===== src/shared/amcp_pkg.sv =====
// amcp_pkg: constants and types of the converter mode configuration port
// assumes: shared by the top module, the serial receiver and the formatter
package amcp_pkg;
  // ------------------------------------------------------------
  // serial word layout
  // ------------------------------------------------------------
  localparam int unsigned WORD_BITS = 16; // bits taken per transfer
  localparam int unsigned HDR_BITS = 8; // flag plus address
  localparam int unsigned SAMPLE_W = 14; // converter data width
  typedef logic [6:0] amcp_addr_t;
  typedef logic [7:0] amcp_byte_t;
  // ------------------------------------------------------------
  // register offsets and reset value
  // ------------------------------------------------------------
  localparam amcp_addr_t ADDR_SOFT_RESET = 7'h00;
  localparam amcp_addr_t ADDR_POWER = 7'h01;
  localparam amcp_addr_t ADDR_CLK_TIMING = 7'h02;
  localparam amcp_addr_t ADDR_DRV_MODE = 7'h03;
  localparam amcp_addr_t ADDR_FORMAT = 7'h04;
  localparam amcp_byte_t REG_RESET_VAL = 8'h00;
  // ------------------------------------------------------------
  // field positions
  // ------------------------------------------------------------
  localparam int unsigned SOFT_RESET_BIT = 7;
  localparam int unsigned PWR_LSB = 0;
  localparam int unsigned CLK_DCS_BIT = 0;
  localparam int unsigned CLK_DELAY_LSB = 1;
  localparam int unsigned CLK_INV_BIT = 3;
  localparam int unsigned DRV_IF_LSB = 0;
  localparam int unsigned DRV_DISABLE_BIT = 2;
  localparam int unsigned DRV_TERM_BIT = 3;
  localparam int unsigned DRV_CUR_LSB = 4;
  localparam int unsigned FMT_SIGNED_BIT = 0;
  localparam int unsigned FMT_SCRAMBLE_BIT = 1;
  localparam int unsigned FMT_ODD_INV_BIT = 2;
  localparam int unsigned FMT_TEST_LSB = 3;
  // ------------------------------------------------------------
  // field codes
  // ------------------------------------------------------------
  localparam logic [1:0] PWR_NORMAL = 2'h0;
  localparam logic [1:0] PWR_SLEEP = 2'h3;
  localparam logic [1:0] IF_CMOS_FULL = 2'h0;
  localparam logic [1:0] IF_LVDS_DDR = 2'h1;
  localparam logic [2:0] CUR_3P5MA = 3'h0;
  localparam logic [2:0] TP_ZEROS = 3'h1;
  localparam logic [2:0] TP_ONES = 3'h3;
  localparam logic [2:0] TP_CHECKER = 3'h5;
  localparam logic [2:0] TP_ALTERNATE = 3'h7;
  localparam logic [14:0] CHECKER_A = 15'h5555; // overflow first
  localparam logic [14:0] CHECKER_B = 15'h2AAA;
  localparam logic [13:0] ODD_BIT_MASK = 14'h2AAA; // bits 1,3..13
  // ------------------------------------------------------------
  // serial receiver states, one-hot
  // ------------------------------------------------------------
  typedef enum logic [3:0] {
    RX_IDLE = 4'b0001,
    RX_HDR = 4'b0010,
    RX_DATA = 4'b0100,
    RX_DONE = 4'b1000
  } amcp_rx_state_e;
endpackage : amcp_pkg


===== src/design/amcp_serial_rx.sv =====
// amcp_serial_rx: four-wire serial receiver of the configuration port
// assumes: async pins; sck far slower than sys_clk
`timescale 1ns/1ps
`default_nettype none
module amcp_serial_rx
  import amcp_pkg::*;
(
  input wire logic sys_clk,
  input wire logic rst_n,
  input wire logic serial_en,
  input wire logic cs_n_pin,
  input wire logic sck_pin,
  input wire logic sdi_pin,
  input wire amcp_pkg::amcp_byte_t rd_data,
  output amcp_pkg::amcp_addr_t addr,
  output amcp_pkg::amcp_byte_t wr_data,
  output logic wr_pulse,
  output logic sdo_pull,
  output logic cs_lvl,
  output logic sck_lvl,
  output logic sdi_lvl
);
  // synchronisers and sck history
  logic [2:0] pin_s1_ff;
  logic [2:0] pin_s2_ff;
  logic sck_prev_ff;
  amcp_rx_state_e state_ff;
  logic [4:0] cnt_ff;
  logic [7:0] shift_ff;
  logic rw_ff;
  amcp_addr_t addr_ff;
  amcp_byte_t wr_data_ff;
  amcp_byte_t tx_ff;
  logic wr_pulse_ff;
  logic sdo_pull_ff;
  // decode of synchronised levels
  wire cs_s = pin_s2_ff[2];
  wire sck_s = pin_s2_ff[1];
  wire sdi_s = pin_s2_ff[0];
  wire sck_rise = sck_s & ~sck_prev_ff;
  wire sck_fall = ~sck_s & sck_prev_ff;
  wire active = serial_en & ~cs_s;
  wire first_fall = (cnt_ff == 5'(HDR_BITS));
  wire [7:0] out_src = first_fall ? rd_data : tx_ff;
  // ------------------------------------------------------------
  // synchronisers
  // ------------------------------------------------------------
  always_ff @(posedge sys_clk) begin
    if (!rst_n) begin
      pin_s1_ff <= 3'h7;
      pin_s2_ff <= 3'h7;
      sck_prev_ff <= 1'b0;
    end else begin
      pin_s1_ff <= {cs_n_pin, sck_pin, sdi_pin};
      pin_s2_ff <= pin_s1_ff;
      sck_prev_ff <= pin_s2_ff[1];
    end
  end
  // ------------------------------------------------------------
  // word receiver and read-back shifter
  // ------------------------------------------------------------
  always_ff @(posedge sys_clk) begin
    if (!rst_n) begin
      state_ff <= RX_IDLE;
      cnt_ff <= 5'h00;
      shift_ff <= 8'h00;
      rw_ff <= 1'b0;
      addr_ff <= 7'h00;
      wr_data_ff <= 8'h00;
      tx_ff <= 8'h00;
      wr_pulse_ff <= 1'b0;
      sdo_pull_ff <= 1'b0;
    end else begin
      wr_pulse_ff <= 1'b0;
      if (!active) begin
        // frame over: release sdo, drop word
        state_ff <= RX_IDLE;
        cnt_ff <= 5'h00;
        sdo_pull_ff <= 1'b0;
      end else begin
        case (state_ff)
          RX_IDLE: state_ff <= RX_HDR;
          RX_HDR: begin
            if (sck_rise) begin
              shift_ff <= {shift_ff[6:0], sdi_s};
              cnt_ff <= cnt_ff + 5'h01;
              if (cnt_ff == 5'(HDR_BITS - 1)) begin
                rw_ff <= shift_ff[6];
                addr_ff <= {shift_ff[5:0], sdi_s};
                state_ff <= RX_DATA;
              end
            end
          end
          RX_DATA: begin
            if (sck_rise) begin
              shift_ff <= {shift_ff[6:0], sdi_s};
              cnt_ff <= cnt_ff + 5'h01;
              if (cnt_ff == 5'(WORD_BITS - 1)) begin
                // 16th edge: write unless read-back
                wr_data_ff <= {shift_ff[6:0], sdi_s};
                wr_pulse_ff <= ~rw_ff;
                state_ff <= RX_DONE;
              end
            end else if (sck_fall) begin
              // read: pull low for a 0 bit
              sdo_pull_ff <= rw_ff & ~out_src[7];
              tx_ff <= {out_src[6:0], 1'b0};
            end
          end
          RX_DONE: begin
            // further rises ignored; release after last bit
            if (sck_fall) sdo_pull_ff <= 1'b0;
          end
          default: state_ff <= RX_IDLE;
        endcase
      end
    end
  end
  assign addr = addr_ff;
  assign wr_data = wr_data_ff;
  assign wr_pulse = wr_pulse_ff;
  assign sdo_pull = sdo_pull_ff;
  assign cs_lvl = cs_s;
  assign sck_lvl = sck_s;
  assign sdi_lvl = sdi_s;
endmodule : amcp_serial_rx
`default_nettype wire


===== src/design/amcp_data_fmt.sv =====
// amcp_data_fmt: output data formatter
// assumes: raw samples are offset binary, strobed on sys_clk
`timescale 1ns/1ps
`default_nettype none
module amcp_data_fmt
  import amcp_pkg::*;
(
  input wire logic sys_clk,
  input wire logic rst_n,
  input wire logic sample_strobe,
  input wire logic [amcp_pkg::SAMPLE_W-1:0] sample_data,
  input wire logic sample_ovf,
  input wire logic [2:0] test_pattern,
  input wire logic odd_inv,
  input wire logic scramble,
  input wire logic signed_sel,
  output logic [amcp_pkg::SAMPLE_W-1:0] data_out,
  output logic ovf_out
);
  logic [14:0] word_ff; // overflow on top
  logic phase_ff; // pattern alternation
  // formatting chain
  wire signed_eff = signed_sel & ~odd_inv;
  wire [13:0] step_sign = {sample_data[13] ^ signed_eff, sample_data[12:0]};
  wire [13:0] step_scr = scramble ?
    {step_sign[13:1] ^ {13{step_sign[0]}}, step_sign[0]} : step_sign;
  wire [13:0] step_odd = odd_inv ? (step_scr ^ ODD_BIT_MASK) : step_scr;
  // pattern select, unused codes pass data
  logic [14:0] pat;
  logic pat_on;
  always_comb begin
    pat = 15'h0000;
    pat_on = 1'b1;
    case (test_pattern)
      TP_ZEROS: pat = 15'h0000;
      TP_ONES: pat = 15'h7FFF;
      TP_CHECKER: pat = phase_ff ? CHECKER_B : CHECKER_A;
      TP_ALTERNATE: pat = phase_ff ? 15'h7FFF : 15'h0000;
      default: pat_on = 1'b0;
    endcase
  end
  // ------------------------------------------------------------
  // output register, once per sample
  // ------------------------------------------------------------
  always_ff @(posedge sys_clk) begin
    if (!rst_n) begin
      word_ff <= 15'h0000;
      phase_ff <= 1'b0;
    end else if (sample_strobe) begin
      word_ff <= pat_on ? pat : {sample_ovf, step_odd};
      phase_ff <= ~phase_ff;
    end
  end
  assign data_out = word_ff[13:0];
  assign ovf_out = word_ff[14];
endmodule : amcp_data_fmt
`default_nettype wire


===== src/design/amcp_config_port.sv =====
// amcp_config_port: mode configuration port of a sampling data converter
// assumes: pins async to sys_clk; samples on sys_clk
//
// Overview of operation
// - style pin high makes pins static straps
// - strap cs sets stabilizer, sdi sets sleep
// - strap sck picks full CMOS or DDR LVDS
// - style pin low gives 16-bit serial port
// - frame is cs low; first 16 rises sampled
// - word is flag, seven address, eight data
// - flag low writes data to addressed register
// - flag high reads register back on sdo
// - sdo only pulls low, open drain
// - address 00h bit 7 clears all registers
// - address 01h bits 1-0 set power state
// - address 02h bit 3 inverts output clock
// - address 02h bits 2-1 delay output clock
// - address 03h bits 6-4 choose drive current
// - termination on multiplies current by 1.6
// - address 03h bit 2 disables data outputs, not overflow
// - address 03h bits 1-0 select output interface
// - address 04h bits 5-3 choose test pattern
// - bit 0 two's complement unless odd invert
// - bit 1 enables randomizer independently
// - randomizer xors lsb into other data bits
// - odd invert flips odd data bits 1,3..13
// - test pattern overrides all other formatting
`timescale 1ns/1ps
`default_nettype none
module amcp_config_port
  import amcp_pkg::*;
(
  input wire logic sys_clk,
  input wire logic rst_n,
  // configuration pins
  input wire logic programming_style_select,
  input wire logic cs_n_pin,
  input wire logic sck_pin,
  input wire logic sdi_pin,
  output logic sdo_out,
  output logic sdo_oe,
  // raw converter samples
  input wire logic sample_strobe,
  input wire logic [amcp_pkg::SAMPLE_W-1:0] sample_data,
  input wire logic sample_ovf,
  // formatted outputs
  output logic [amcp_pkg::SAMPLE_W-1:0] data_out,
  output logic overflow_flag,
  output logic data_out_en,
  // effective mode settings
  output logic serial_mode,
  output logic duty_cycle_stabilizer_en,
  output logic [1:0] power_state_field,
  output logic out_clock_invert,
  output logic [1:0] out_clock_delay_field,
  output logic [2:0] diff_drive_current_field,
  output logic internal_termination_en,
  output logic [12:0] drive_current_ua,
  output logic output_disable,
  output logic [1:0] output_interface_field
);

  // ------------------------------------------------------------
  // declarations
  // ------------------------------------------------------------

  // style pin synchroniser
  logic style_s1_ff;
  logic style_s2_ff;

  // mode control registers
  amcp_byte_t power_ff;
  amcp_byte_t clk_timing_ff;
  amcp_byte_t drv_mode_ff;
  amcp_byte_t format_ff;

  // registered effective settings
  logic dcs_ff;
  logic [1:0] pwr_ff;
  logic clk_inv_ff;
  logic [1:0] clk_delay_ff;
  logic [2:0] cur_sel_ff;
  logic term_ff;
  logic [12:0] cur_ua_ff;
  logic out_dis_ff;
  logic [1:0] if_sel_ff;
  logic sdo_out_ff;

  // receiver connections
  amcp_addr_t rx_addr;
  amcp_byte_t rx_wr_data;
  logic rx_wr_pulse;
  logic rx_sdo_pull;
  logic cs_lvl;
  logic sck_lvl;
  logic sdi_lvl;
  amcp_byte_t rd_data; // read-back data

  // ------------------------------------------------------------
  // drive current lookup
  // ------------------------------------------------------------

  // microamps per current code, x1.6 with termination
  function automatic logic [12:0] cur_lookup(
    input logic [2:0] code,
    input logic term
  );
    logic [12:0] base;
    base = 13'h0000;
    case (code)
      3'h0: base = 13'd3500;
      3'h1: base = 13'd4000;
      3'h2: base = 13'd4500;
      3'h4: base = 13'd3000;
      3'h5: base = 13'd2500;
      3'h6: base = 13'd2100;
      3'h7: base = 13'd1750;
      default: base = 13'h0000; // unused code
    endcase
    // 1.6 = 8/5; every table entry divides exactly
    if (term) begin
      cur_lookup = 13'((base * 8) / 5);
    end else begin
      cur_lookup = base;
    end
  endfunction : cur_lookup

  // ------------------------------------------------------------
  // programming style
  // ------------------------------------------------------------

  // strap mode while the style pin reads high
  wire strap = style_s2_ff;

  // serial port while pin low
  wire ser_en = ~style_s2_ff;

  // two flops on the style pin
  always_ff @(posedge sys_clk) begin
    if (!rst_n) begin
      style_s1_ff <= 1'b0;
      style_s2_ff <= 1'b0;
    end else begin
      style_s1_ff <= programming_style_select;
      style_s2_ff <= style_s1_ff;
    end
  end

  // ------------------------------------------------------------
  // serial receiver
  // ------------------------------------------------------------

  amcp_serial_rx u_rx (
    .sys_clk(sys_clk),
    .rst_n(rst_n),
    .serial_en(ser_en),
    .cs_n_pin(cs_n_pin),
    .sck_pin(sck_pin),
    .sdi_pin(sdi_pin),
    .rd_data(rd_data),
    .addr(rx_addr),
    .wr_data(rx_wr_data),
    .wr_pulse(rx_wr_pulse),
    .sdo_pull(rx_sdo_pull),
    .cs_lvl(cs_lvl),
    .sck_lvl(sck_lvl),
    .sdi_lvl(sdi_lvl)
  );

  // ------------------------------------------------------------
  // register decode
  // ------------------------------------------------------------

  // address hits
  wire hit_rst = (rx_addr == ADDR_SOFT_RESET);
  wire hit_pwr = (rx_addr == ADDR_POWER);
  wire hit_clk = (rx_addr == ADDR_CLK_TIMING);
  wire hit_drv = (rx_addr == ADDR_DRV_MODE);
  wire hit_fmt = (rx_addr == ADDR_FORMAT);

  // soft reset: bit 7 only, not stored
  wire soft_rst = rx_wr_pulse & hit_rst & rx_wr_data[SOFT_RESET_BIT];

  // per-register write strobes
  wire wr_pwr = rx_wr_pulse & hit_pwr;
  wire wr_clk = rx_wr_pulse & hit_clk;
  wire wr_drv = rx_wr_pulse & hit_drv;
  wire wr_fmt = rx_wr_pulse & hit_fmt;

  // read-back mux; others read zero
  assign rd_data =
    hit_pwr ? power_ff :
    hit_clk ? clk_timing_ff :
    hit_drv ? drv_mode_ff :
    hit_fmt ? format_ff : REG_RESET_VAL;

  // ------------------------------------------------------------
  // mode control registers
  // ------------------------------------------------------------

  // software reset clears every register to 00h
  always_ff @(posedge sys_clk) begin
    if (!rst_n || soft_rst) begin
      power_ff <= REG_RESET_VAL;
      clk_timing_ff <= REG_RESET_VAL;
      drv_mode_ff <= REG_RESET_VAL;
      format_ff <= REG_RESET_VAL;
    end else begin
      if (wr_pwr) power_ff <= rx_wr_data;
      if (wr_clk) clk_timing_ff <= rx_wr_data;
      if (wr_drv) drv_mode_ff <= rx_wr_data;
      if (wr_fmt) format_ff <= rx_wr_data;
    end
  end

  // ------------------------------------------------------------
  // effective settings
  // ------------------------------------------------------------

  // register fields
  wire [1:0] reg_pwr = power_ff[PWR_LSB +: 2];
  wire reg_dcs = clk_timing_ff[CLK_DCS_BIT];
  wire reg_inv = clk_timing_ff[CLK_INV_BIT];
  wire [1:0] reg_delay = clk_timing_ff[CLK_DELAY_LSB +: 2];
  wire [2:0] reg_cur = drv_mode_ff[DRV_CUR_LSB +: 3];
  wire reg_term = drv_mode_ff[DRV_TERM_BIT];
  wire reg_dis = drv_mode_ff[DRV_DISABLE_BIT];
  wire [1:0] reg_if = drv_mode_ff[DRV_IF_LSB +: 2];

  // strap levels or fixed defaults replace registers
  wire nxt_dcs = strap ? cs_lvl : reg_dcs;
  wire [1:0] nxt_pwr = strap ? (sdi_lvl ? PWR_SLEEP : PWR_NORMAL) : reg_pwr;
  wire [1:0] nxt_if = strap ? (sck_lvl ? IF_LVDS_DDR : IF_CMOS_FULL) : reg_if;
  wire [2:0] nxt_cur = strap ? CUR_3P5MA : reg_cur;
  wire nxt_term = strap ? 1'b0 : reg_term;
  wire nxt_inv = ~strap & reg_inv;
  wire [1:0] nxt_delay = strap ? 2'h0 : reg_delay;
  wire nxt_dis = ~strap & reg_dis;

  // formatter controls, all off in strap mode
  wire [2:0] fmt_pat = strap ? 3'h0 : format_ff[FMT_TEST_LSB +: 3];
  wire fmt_odd = ~strap & format_ff[FMT_ODD_INV_BIT];
  wire fmt_scr = ~strap & format_ff[FMT_SCRAMBLE_BIT];
  wire fmt_sgn = ~strap & format_ff[FMT_SIGNED_BIT];

  // settings registered for flop outputs
  always_ff @(posedge sys_clk) begin
    if (!rst_n) begin
      dcs_ff <= 1'b0;
      pwr_ff <= PWR_NORMAL;
      clk_inv_ff <= 1'b0;
      clk_delay_ff <= 2'h0;
      cur_sel_ff <= CUR_3P5MA;
      term_ff <= 1'b0;
      cur_ua_ff <= cur_lookup(CUR_3P5MA, 1'b0);
      out_dis_ff <= 1'b0;
      if_sel_ff <= IF_CMOS_FULL;
      sdo_out_ff <= 1'b0;
    end else begin
      dcs_ff <= nxt_dcs;
      pwr_ff <= nxt_pwr;
      clk_inv_ff <= nxt_inv;
      clk_delay_ff <= nxt_delay;
      cur_sel_ff <= nxt_cur;
      term_ff <= nxt_term;
      cur_ua_ff <= cur_lookup(nxt_cur, nxt_term);
      out_dis_ff <= nxt_dis;
      if_sel_ff <= nxt_if;
      sdo_out_ff <= 1'b0; // only ever drives low
    end
  end

  // ------------------------------------------------------------
  // output data formatter
  // ------------------------------------------------------------

  amcp_data_fmt u_fmt (
    .sys_clk(sys_clk),
    .rst_n(rst_n),
    .sample_strobe(sample_strobe),
    .sample_data(sample_data),
    .sample_ovf(sample_ovf),
    .test_pattern(fmt_pat),
    .odd_inv(fmt_odd),
    .scramble(fmt_scr),
    .signed_sel(fmt_sgn),
    .data_out(data_out),
    .ovf_out(overflow_flag)
  );

  // ------------------------------------------------------------
  // outputs
  // ------------------------------------------------------------

  // open drain: enable high only while pulling a 0 bit
  assign sdo_out = sdo_out_ff;
  assign sdo_oe = rx_sdo_pull;

  // disable drops data_out_en only; overflow_flag not gated
  assign data_out_en = ~out_dis_ff;
  assign serial_mode = ~style_s2_ff;
  assign duty_cycle_stabilizer_en = dcs_ff;
  assign power_state_field = pwr_ff;
  assign out_clock_invert = clk_inv_ff;
  assign out_clock_delay_field = clk_delay_ff;
  assign diff_drive_current_field = cur_sel_ff;
  assign internal_termination_en = term_ff;
  assign drive_current_ua = cur_ua_ff;
  assign output_disable = out_dis_ff;
  assign output_interface_field = if_sel_ff;

endmodule : amcp_config_port
`default_nettype wire


===== config.mk =====
export PLATFORM = sky130hd
export DESIGN_NAME = amcp_config_port
export DESIGN_NICKNAME = d
export VERILOG_FILES = /design/src/shared/amcp_pkg.sv /design/src/design/amcp_serial_rx.sv /design/src/design/amcp_data_fmt.sv /design/src/design/amcp_config_port.sv
export SDC_FILE = /design/constraint.sdc
export NUM_CORES = 1
export LEC_CHECK = 0
export BUFFER_PORTS_ARGS = -buffer_cell sky130_fd_sc_hd__buf_2
export CAP_MARGIN = 5
export CORE_MARGIN = 2
export CORE_UTILIZATION = 51
export DETAILED_ROUTE_END_ITERATION = 10
export PLACE_DENSITY = 0.69
export SETUP_SLACK_MARGIN = 0.4
export SYNTH_ARGS = -nofsm -noshare
export SYNTH_HDL_FRONTEND = slang
export SYNTH_HIERARCHICAL = 1
export SYNTH_SLANG_ARGS = --single-unit

===== constraint.sdc =====
create_clock -name sys_clk -period 11.2 [get_ports sys_clk]
set_input_delay 2.8 -clock sys_clk [delete_from_list [all_inputs] [get_ports sys_clk]]
set_output_delay 2.8 -clock sys_clk [all_outputs]
set_load 0.02 [all_outputs]

[Word level (Yosys, flattened, before mapping)]
Index checks and enable logic that the tools add are counted.
Storage, ports and cells
  register bits after elaboration: 124
  word-level logic and storage cells: 139
Operators by class
  divide/modulo/power cells: 1
  reductions and logical operators: 17
  bitwise logic cells: 31
  equality and inequality tests: 28
  mux-type cells: 32
  add/subtract/negate cells: 1
Operator list (number)
  case mux 13 bit (7 select lines): 1
  two-way mux 15 bit: 3
  case mux 15 bit (3 select lines): 1
  two-way mux 8 bit: 5
  divider 16 x 3 -> 32 bit, second input constant: 1
  two-way mux 14 bit: 2
  two-way mux 13 bit: 2
  == test 3 bit, second input constant: 6
  AND 1 bit: 16
  two-way mux 4 bit: 4
  case mux 4 bit (4 select lines): 1
  AND reduction 4 bit: 4
  == test 7 x 2 -> 1 bit, second input constant: 2
  XOR 13 bit: 1
  != test 2 x 1 -> 1 bit, second input constant: 6
  inverter 1 bit: 12
  == test 5 x 4 -> 1 bit, second input constant: 2
  AND reduction 5 bit: 2
  == test 7 x 1 -> 1 bit, second input constant: 1
  == test 7 x 3 -> 1 bit, second input constant: 1
  zero test 7 bit: 1
  two-way mux 1 bit: 7
  inverter 7 bit: 1
  == test 3 x 1 -> 1 bit, second input constant: 2
  other kinds (20): 26

[Longest topological paths before layout]
  depth in word-level cells: 11
  depth in mapped cells: 53

[Cells and area by module]
The synthesis kept the hierarchy.
Modules (own cells, without submodules)
  amcp_config_port: seq. area each 1201.2 um^2, area an instance 5471.5 um^2, times used 1, cells an instance 728
  amcp_serial_rx: seq. area each 960.9 um^2, area an instance 2080.7 um^2, times used 1, cells an instance 198
  amcp_data_fmt: seq. area each 320.3 um^2, area an instance 1049.8 um^2, times used 1, cells an instance 110

[Worst setup path before layout]
OpenSTA, ideal clock, no wires.
  kind: register to register
  from: register style_s2_ff, in the netlist strap
  to: register cur_ua_ff[0], in the netlist drive_current_ua[0]
  buffers on the path: 6
  path slack: 627 ps
  cell stages (with the launch flop): 54
  data arrival time: 10488 ps
  required time: 11114 ps
  cell sequence: dfxtp_1 -> buf_6 -> clkbuf_1 -> buf_1 -> nor2b_1 -> inv_1 -> ha_1 -> buf_2 -> nor2_1 -> o21ai_0 -> ha_1 -> nand2b_1 -> a311oi_1 -> a222oi_1 -> a21oi_2 -> nand2_4 -> mux2i_1 -> o21ai_1 -> [18 not listed] -> a21oi_1 -> o211ai_1 -> and4_1 -> buf_2 -> nor3_4 -> inv_1 -> ha_1 -> nand2_1 -> or4_1 -> a21oi_2 -> nand2_2 -> ha_1 -> nand3_1 -> o21ai_0 -> a22oi_1 -> a21oi_1 -> o211a_1 -> a211oi_1
Between the ends
  longest elaborated chain between the ends: 6
Ends and longest elaborated chain
  start: declaration: RTL line amcp_config_port.sv:69  | logic style_s2_ff;
  start signal: assignment: RTL line amcp_config_port.sv:145  | style_s2_ff <= style_s1_ff;
  two-way mux 3 bit (*): RTL line amcp_config_port.sv:234  | wire [2:0] nxt_cur = strap ? CUR_3P5MA : reg_cur;
  named net nxt_cur[0]: RTL line amcp_config_port.sv:234
  == test 3 bit, or another cell as far along: RTL line amcp_config_port.sv:110  | case (code)
  case mux 13 bit (7 select lines) (*): RTL line amcp_config_port.sv:110
  two-way mux 13 bit (*): RTL line amcp_config_port.sv:248  | if (!rst_n) begin
  divider 16 x 3 -> 32 bit (*): RTL line amcp_config_port.sv:122  | cur_lookup = 13'((base * 8) / 5);
  two-way mux 13 bit (*): RTL line amcp_config_port.sv:121  | if (term) begin
  end signal: assignment: RTL line amcp_config_port.sv:255  | cur_ua_ff <= cur_lookup(CUR_3P5MA, 1'b0);
  end signal: assignment: RTL line amcp_config_port.sv:266  | cur_ua_ff <= cur_lookup(nxt_cur, nxt_term);
  end: declaration: RTL line amcp_config_port.sv:84  | logic [12:0] cur_ua_ff;
Mark *: on every way through the listed nets, which the timed path passes. The rest lies on a longest branch. The select of a mux whose other input is x is not followed.
A chain may end at the register's enable or synchronous reset.

[Final worst setup path]
  from: register style_s2_ff, in the netlist strap
  to: register cur_ua_ff[0], in the netlist drive_current_ua[0]
Between the ends
  longest elaborated chain between the ends: 6
Ends and longest elaborated chain (RTL line)
  two-way mux 3 bit: amcp_config_port.sv:234
  == test 3 bit, or another cell as far along: amcp_config_port.sv:110
  case mux 13 bit (7 select lines): amcp_config_port.sv:110
  two-way mux 13 bit: amcp_config_port.sv:248
  divider 16 x 3 -> 32 bit: amcp_config_port.sv:122
  two-way mux 13 bit (*): amcp_config_port.sv:121
Every way passes the cells marked *; elsewhere a longest branch is shown, timed or not. The select of a mux whose other input is x is not followed.

==> key figures <==
Routing
  – Average detailed-routed wire length per instance: approximately 18 um
  – Number of search-and-repair iterations in the first detailed-routing pass: 5
  – Initial DRC count: 840
  – Number of design rule violations left after detail routing: 0
  – Antenna-violating nets left: 0
  – DR vias: about 8.2k
  – Via-to-Cell Ratio: slightly above 6
  – WL final: 23400 um

Placed design
  – Cell count after placement: roughly 1.3k
  – Placer's final routability congestion estimate: between 0.9 and 1
  – HPWL reported at the end of detailed placement: ~16000 um
  – Dpl ws: approximately 0.47 ns
  – Buffers on Ports: 65

Global routing
  – Met1 Track Usage GR: 0.329
  – Global Route met2 Usage: 0.415
  – Layer carrying the most global-route usage: met2
  – Via count of the first global-routing pass: approximately 7.4k
  – Global-route wire length before repair: between 30000 and 40000 um
  – Met3 usage in global routing: 0.0472
  – Antenna violations before repair: 0
  – Combined global-route utilization of all metal layers: 0.252
  – Overall overflow remaining after global route: 0
  – Largest net degree at the start of global routing: 84

Critical path
  – Arr. time, crit path: 10.61 ns
  – Critical path's top delay family: compound AO/OA/AOI/OAI gates
  – Capturing element type of the critical path: register
  – Worst Path Required: between 10 and 15 ns
  – Maximum fanout along the worst path: 25
  – Delay of the slowest cell on the worst path: roughly 0.42 ns
  – Crit path launch type: register
  – Category of the most critical setup path: reg -> reg
  – Slowest cell on crit path: sky130_fd_sc_hd__or4_1
  – Cell with the most instances on the worst path: sky130_fd_sc_hd__ha_1
  – Total buffers and inverters traversed by the critical path: 5

Clock network
  – Clock buffers created by TritonCTS: 17
  – Number of clock sinks seen by CTS: 124
  – Clock-pin slew of the registers on the worst-case setup and hold paths: around 0.060 ns
  – TritonCTS clock tree: built
  – Maximum root-to-sink buffer count: 2
  – CTS root buf: sky130_fd_sc_hd__clkbuf_16
  – Insertion delay to the later sink of the worst-skew pair: 0.42 ns
  – H-tree levels: 4

Floorplanning
  – Overall die width: between 100 and 150 um
  – Floorplan core area: approximately 17000 um^2
  – Number of placement rows: 47
  – Top-Level Pins: 67
  – Die height: 134 um
  – Starting utilization of the core area: 0.521
  – Full die area: about 18000 um^2

Yosys
  – Syn Nets: about 1.1k
  – Largest cells by area after synthesis: sky130_fd_sc_hd__dfxtp_1, sky130_fd_sc_hd__mux2i_1, sky130_fd_sc_hd__a21oi_1
  – Share of the yosys chip area belonging to registers: 0.289
  – Asr flop ratio synth: 0
  – Number of library cell types mapped by synthesis: 108
  – Synthesized instance count: approximately 1.0k
  – Post-synthesis register bit count: between 100 and 150
  – Area fraction of the dominant cell type after synthesis: 0.289
  – Largest area contributor in the netlist: sky130_fd_sc_hd__dfxtp_1
  – EDFF count, synth: 0
  – Area of the mapped netlist: 8600 um^2
  – Dominant cell by count in the synthesized netlist: sky130_fd_sc_hd__dfxtp_1
  – Post-synth top flop: sky130_fd_sc_hd__dfxtp_1
  – Total of warnings raised by yosys: 6
  – Most numerous cell types in the synthesized netlist: sky130_fd_sc_hd__dfxtp_1, sky130_fd_sc_hd__nand2_1, sky130_fd_sc_hd__nor2_1
  – Mean instance size in the synthesized netlist: 8.30 um^2

Layout
  – Diodes inserted: 0
  – Total number of nets in the final design: approximately 1.1k
  – Non-Filler Instances: between 1k and 1.5k
  – Fraction of final layout cells sized beyond drive strength 1: 0.202
  – Area delta synth->final: 14.1%

Run
  – # Max-Cap Violations: 0

STA
  – Max-slew violation count: 0
  – Final hold violation count: 0
  – Slew @ Worst Pin: about 1.1 ns
  – Final cycle utilization of the critical path: 0.918
  – Post-route clock skew: 0.0106 ns
  – Worst rel slew slack: 0.271
  – Setup TNS: 0 ns
  – Final setup fails: 0
  – Hold WS: about 0.41 ns
  – Final Worst Setup Slack: around 0.92 ns
  – Post-route minimum period: 10.28 ns
  – Achievable clock frequency: around 97 MHz
  – Unrepaired setup endpoints after global routing: false

Power
  – Switch share: 0.237
  – Post-route total power: roughly 1.0 mW
  – VDD IR max: around 0.11 mV
  – Part of the power in combinational logic: 0.046
  – Sequential share of power: 0.443
  – Clk network pwr share: 0.511
  – Power per unit of standard cell area: roughly 100 nW/um^2
  – Cell leakage power: ~4.0 nW
  – Internal Pwr Total: 780 uW
  – Net switching power: ~240 uW

Worst hold path
  – Hold WC Path Type: reg -> reg

Run status
  – Result of the run: completed
-- path summary, 6_finish.rpt --
kind	startpoint	to	slack, ns	depth (start not counted)
worst max-delay path	strap	drive_current_ua[0]	0.92	47
worst min-delay path	u_rx/pin_s1_ff[2]	u_rx/pin_s2_ff[2]	0.41	1
worst max register to register	strap	drive_current_ua[0]	0.92	47
worst min register to register	u_rx/pin_s1_ff[2]	u_rx/pin_s2_ff[2]	0.41	1
-- metrics by stage --
stage                     utilization  instance area (um^2)
after floorplan                     -                  8600
after global placement          0.547                  9040
after detailed placement        0.547                  9040
after CTS                       0.581                  9600
after global routing            0.594                  9820
final                           0.594                  9820
-- per-layer routing --
layer | wire, um | up-vias | part of all wire
li1 | - | 3948 | -
met1 | 10200 | 3853 | 0.43
met2 | 11400 | 329 | 0.49
met3 | 1340 | 49 | 0.057
met4 | 519 | 0 | 0.022
met5 | 0 | - | 0
-- flip-flops by register name (all words and copies together) (netlist names), 3 cells and up --
signal / count
power_ff: 8
u_rx/cnt_ff: 5
u_rx/pin_s1_ff: 3
clk_timing_ff: 8
u_rx/wr_data: 8
drv_mode_ff: 8
drive_current_ua: 13
u_rx/pin_s2_ff: 3
u_rx/tx_ff: 7
u_rx/state_ff: 4
u_rx/addr: 7
u_fmt/word_ff: 15
format_ff: 8
diff_drive_current_field: 3
u_rx/shift_ff: 7
-- power groups by stage --
stage	sequential, mW	combinational, mW	clock (mW)
2_1_floorplan	0.467	0.0272	0
3_3_place_gp	0.462	0.0459	0
3_5_place_dp	0.462	0.0464	0
4_1_cts	0.453	0.0466	0.529
5_1_grt	0.454	0.0505	0.551
6_report	0.453	0.0467	0.522
-- layout make-up --
class / instances / area [um^2]
flip-flops and latches: 124 / 2480
fillers: 1487 / 6710
clock inverters: 13 / 116
well taps: 220 / 275
clock buffers: 19 / 443
multi-input cells: 828 / 5850
inverters: 23 / 86.3
repair buffers: 96 / 558
-- timing repair --
action | CTS | global route
setup endpoints to repair | 0 | 3
buffers inserted | 0 | 11
hold buffers | 0 | 0
hold endpoints to repair | 0 | 0
gates resized for setup | 0 | 26
-- cell usage in the layout (no fill, tap or decap), types with 10 or more instances in the layout --
| master | n |
|---|---|
| sky130_fd_sc_hd__a211oi_1 | 10 |
| sky130_fd_sc_hd__o21a_1 | 14 |
| sky130_fd_sc_hd__buf_2 | 65 |
| sky130_fd_sc_hd__buf_4 | 31 |
| sky130_fd_sc_hd__nand4_1 | 11 |
| sky130_fd_sc_hd__nand3b_1 | 14 |
| sky130_fd_sc_hd__a21oi_1 | 74 |
| sky130_fd_sc_hd__nor2b_1 | 46 |
| sky130_fd_sc_hd__nand3_1 | 38 |
| sky130_fd_sc_hd__nand2_1 | 92 |
| sky130_fd_sc_hd__o211a_1 | 11 |
| sky130_fd_sc_hd__xnor2_1 | 10 |
| sky130_fd_sc_hd__nand2b_1 | 19 |
| sky130_fd_sc_hd__and2_1 | 22 |
| sky130_fd_sc_hd__inv_1 | 22 |
| sky130_fd_sc_hd__dfxtp_1 | 122 |
| sky130_fd_sc_hd__nor3_1 | 18 |
| sky130_fd_sc_hd__mux2i_1 | 48 |
| sky130_fd_sc_hd__nor2_1 | 81 |
| sky130_fd_sc_hd__o21ai_0 | 45 |
| sky130_fd_sc_hd__and3_1 | 11 |
| sky130_fd_sc_hd__ha_1 | 14 |
| sky130_fd_sc_hd__o211ai_1 | 18 |
| sky130_fd_sc_hd__clkbuf_16 | 17 |
-- worst register-to-register path, delay by kind of cell, from the launching register on --
family,cells,cell delay (ns)
flip-flops,1,0.36
XOR/XNOR,1,0.14
multiplexers,1,0.15
AND/OR/NAND/NOR,14,2.93
adder cells (fa/ha/maj),5,1.46
AO/OA/AOI/OAI,21,4.35
buffers and inverters,5,0.83
-- cells by family (layout without fill, tap and decap cells) --
logic type,count (synthesis),count (layout),share of synthesized area
AOI/OAI and AO/OA,300,300,0.263
xor gates and xnor gates,24,24,0.0271
adders and majority gates,16,16,0.0233
buffers and inverters,84,151,0.0474
DFF,124,124,0.289
muxes,55,55,0.0666
other,1,1,0.000436
and+or+nand+nor,432,432,0.284
Note: power is estimated with default switching activity, not from simulation.
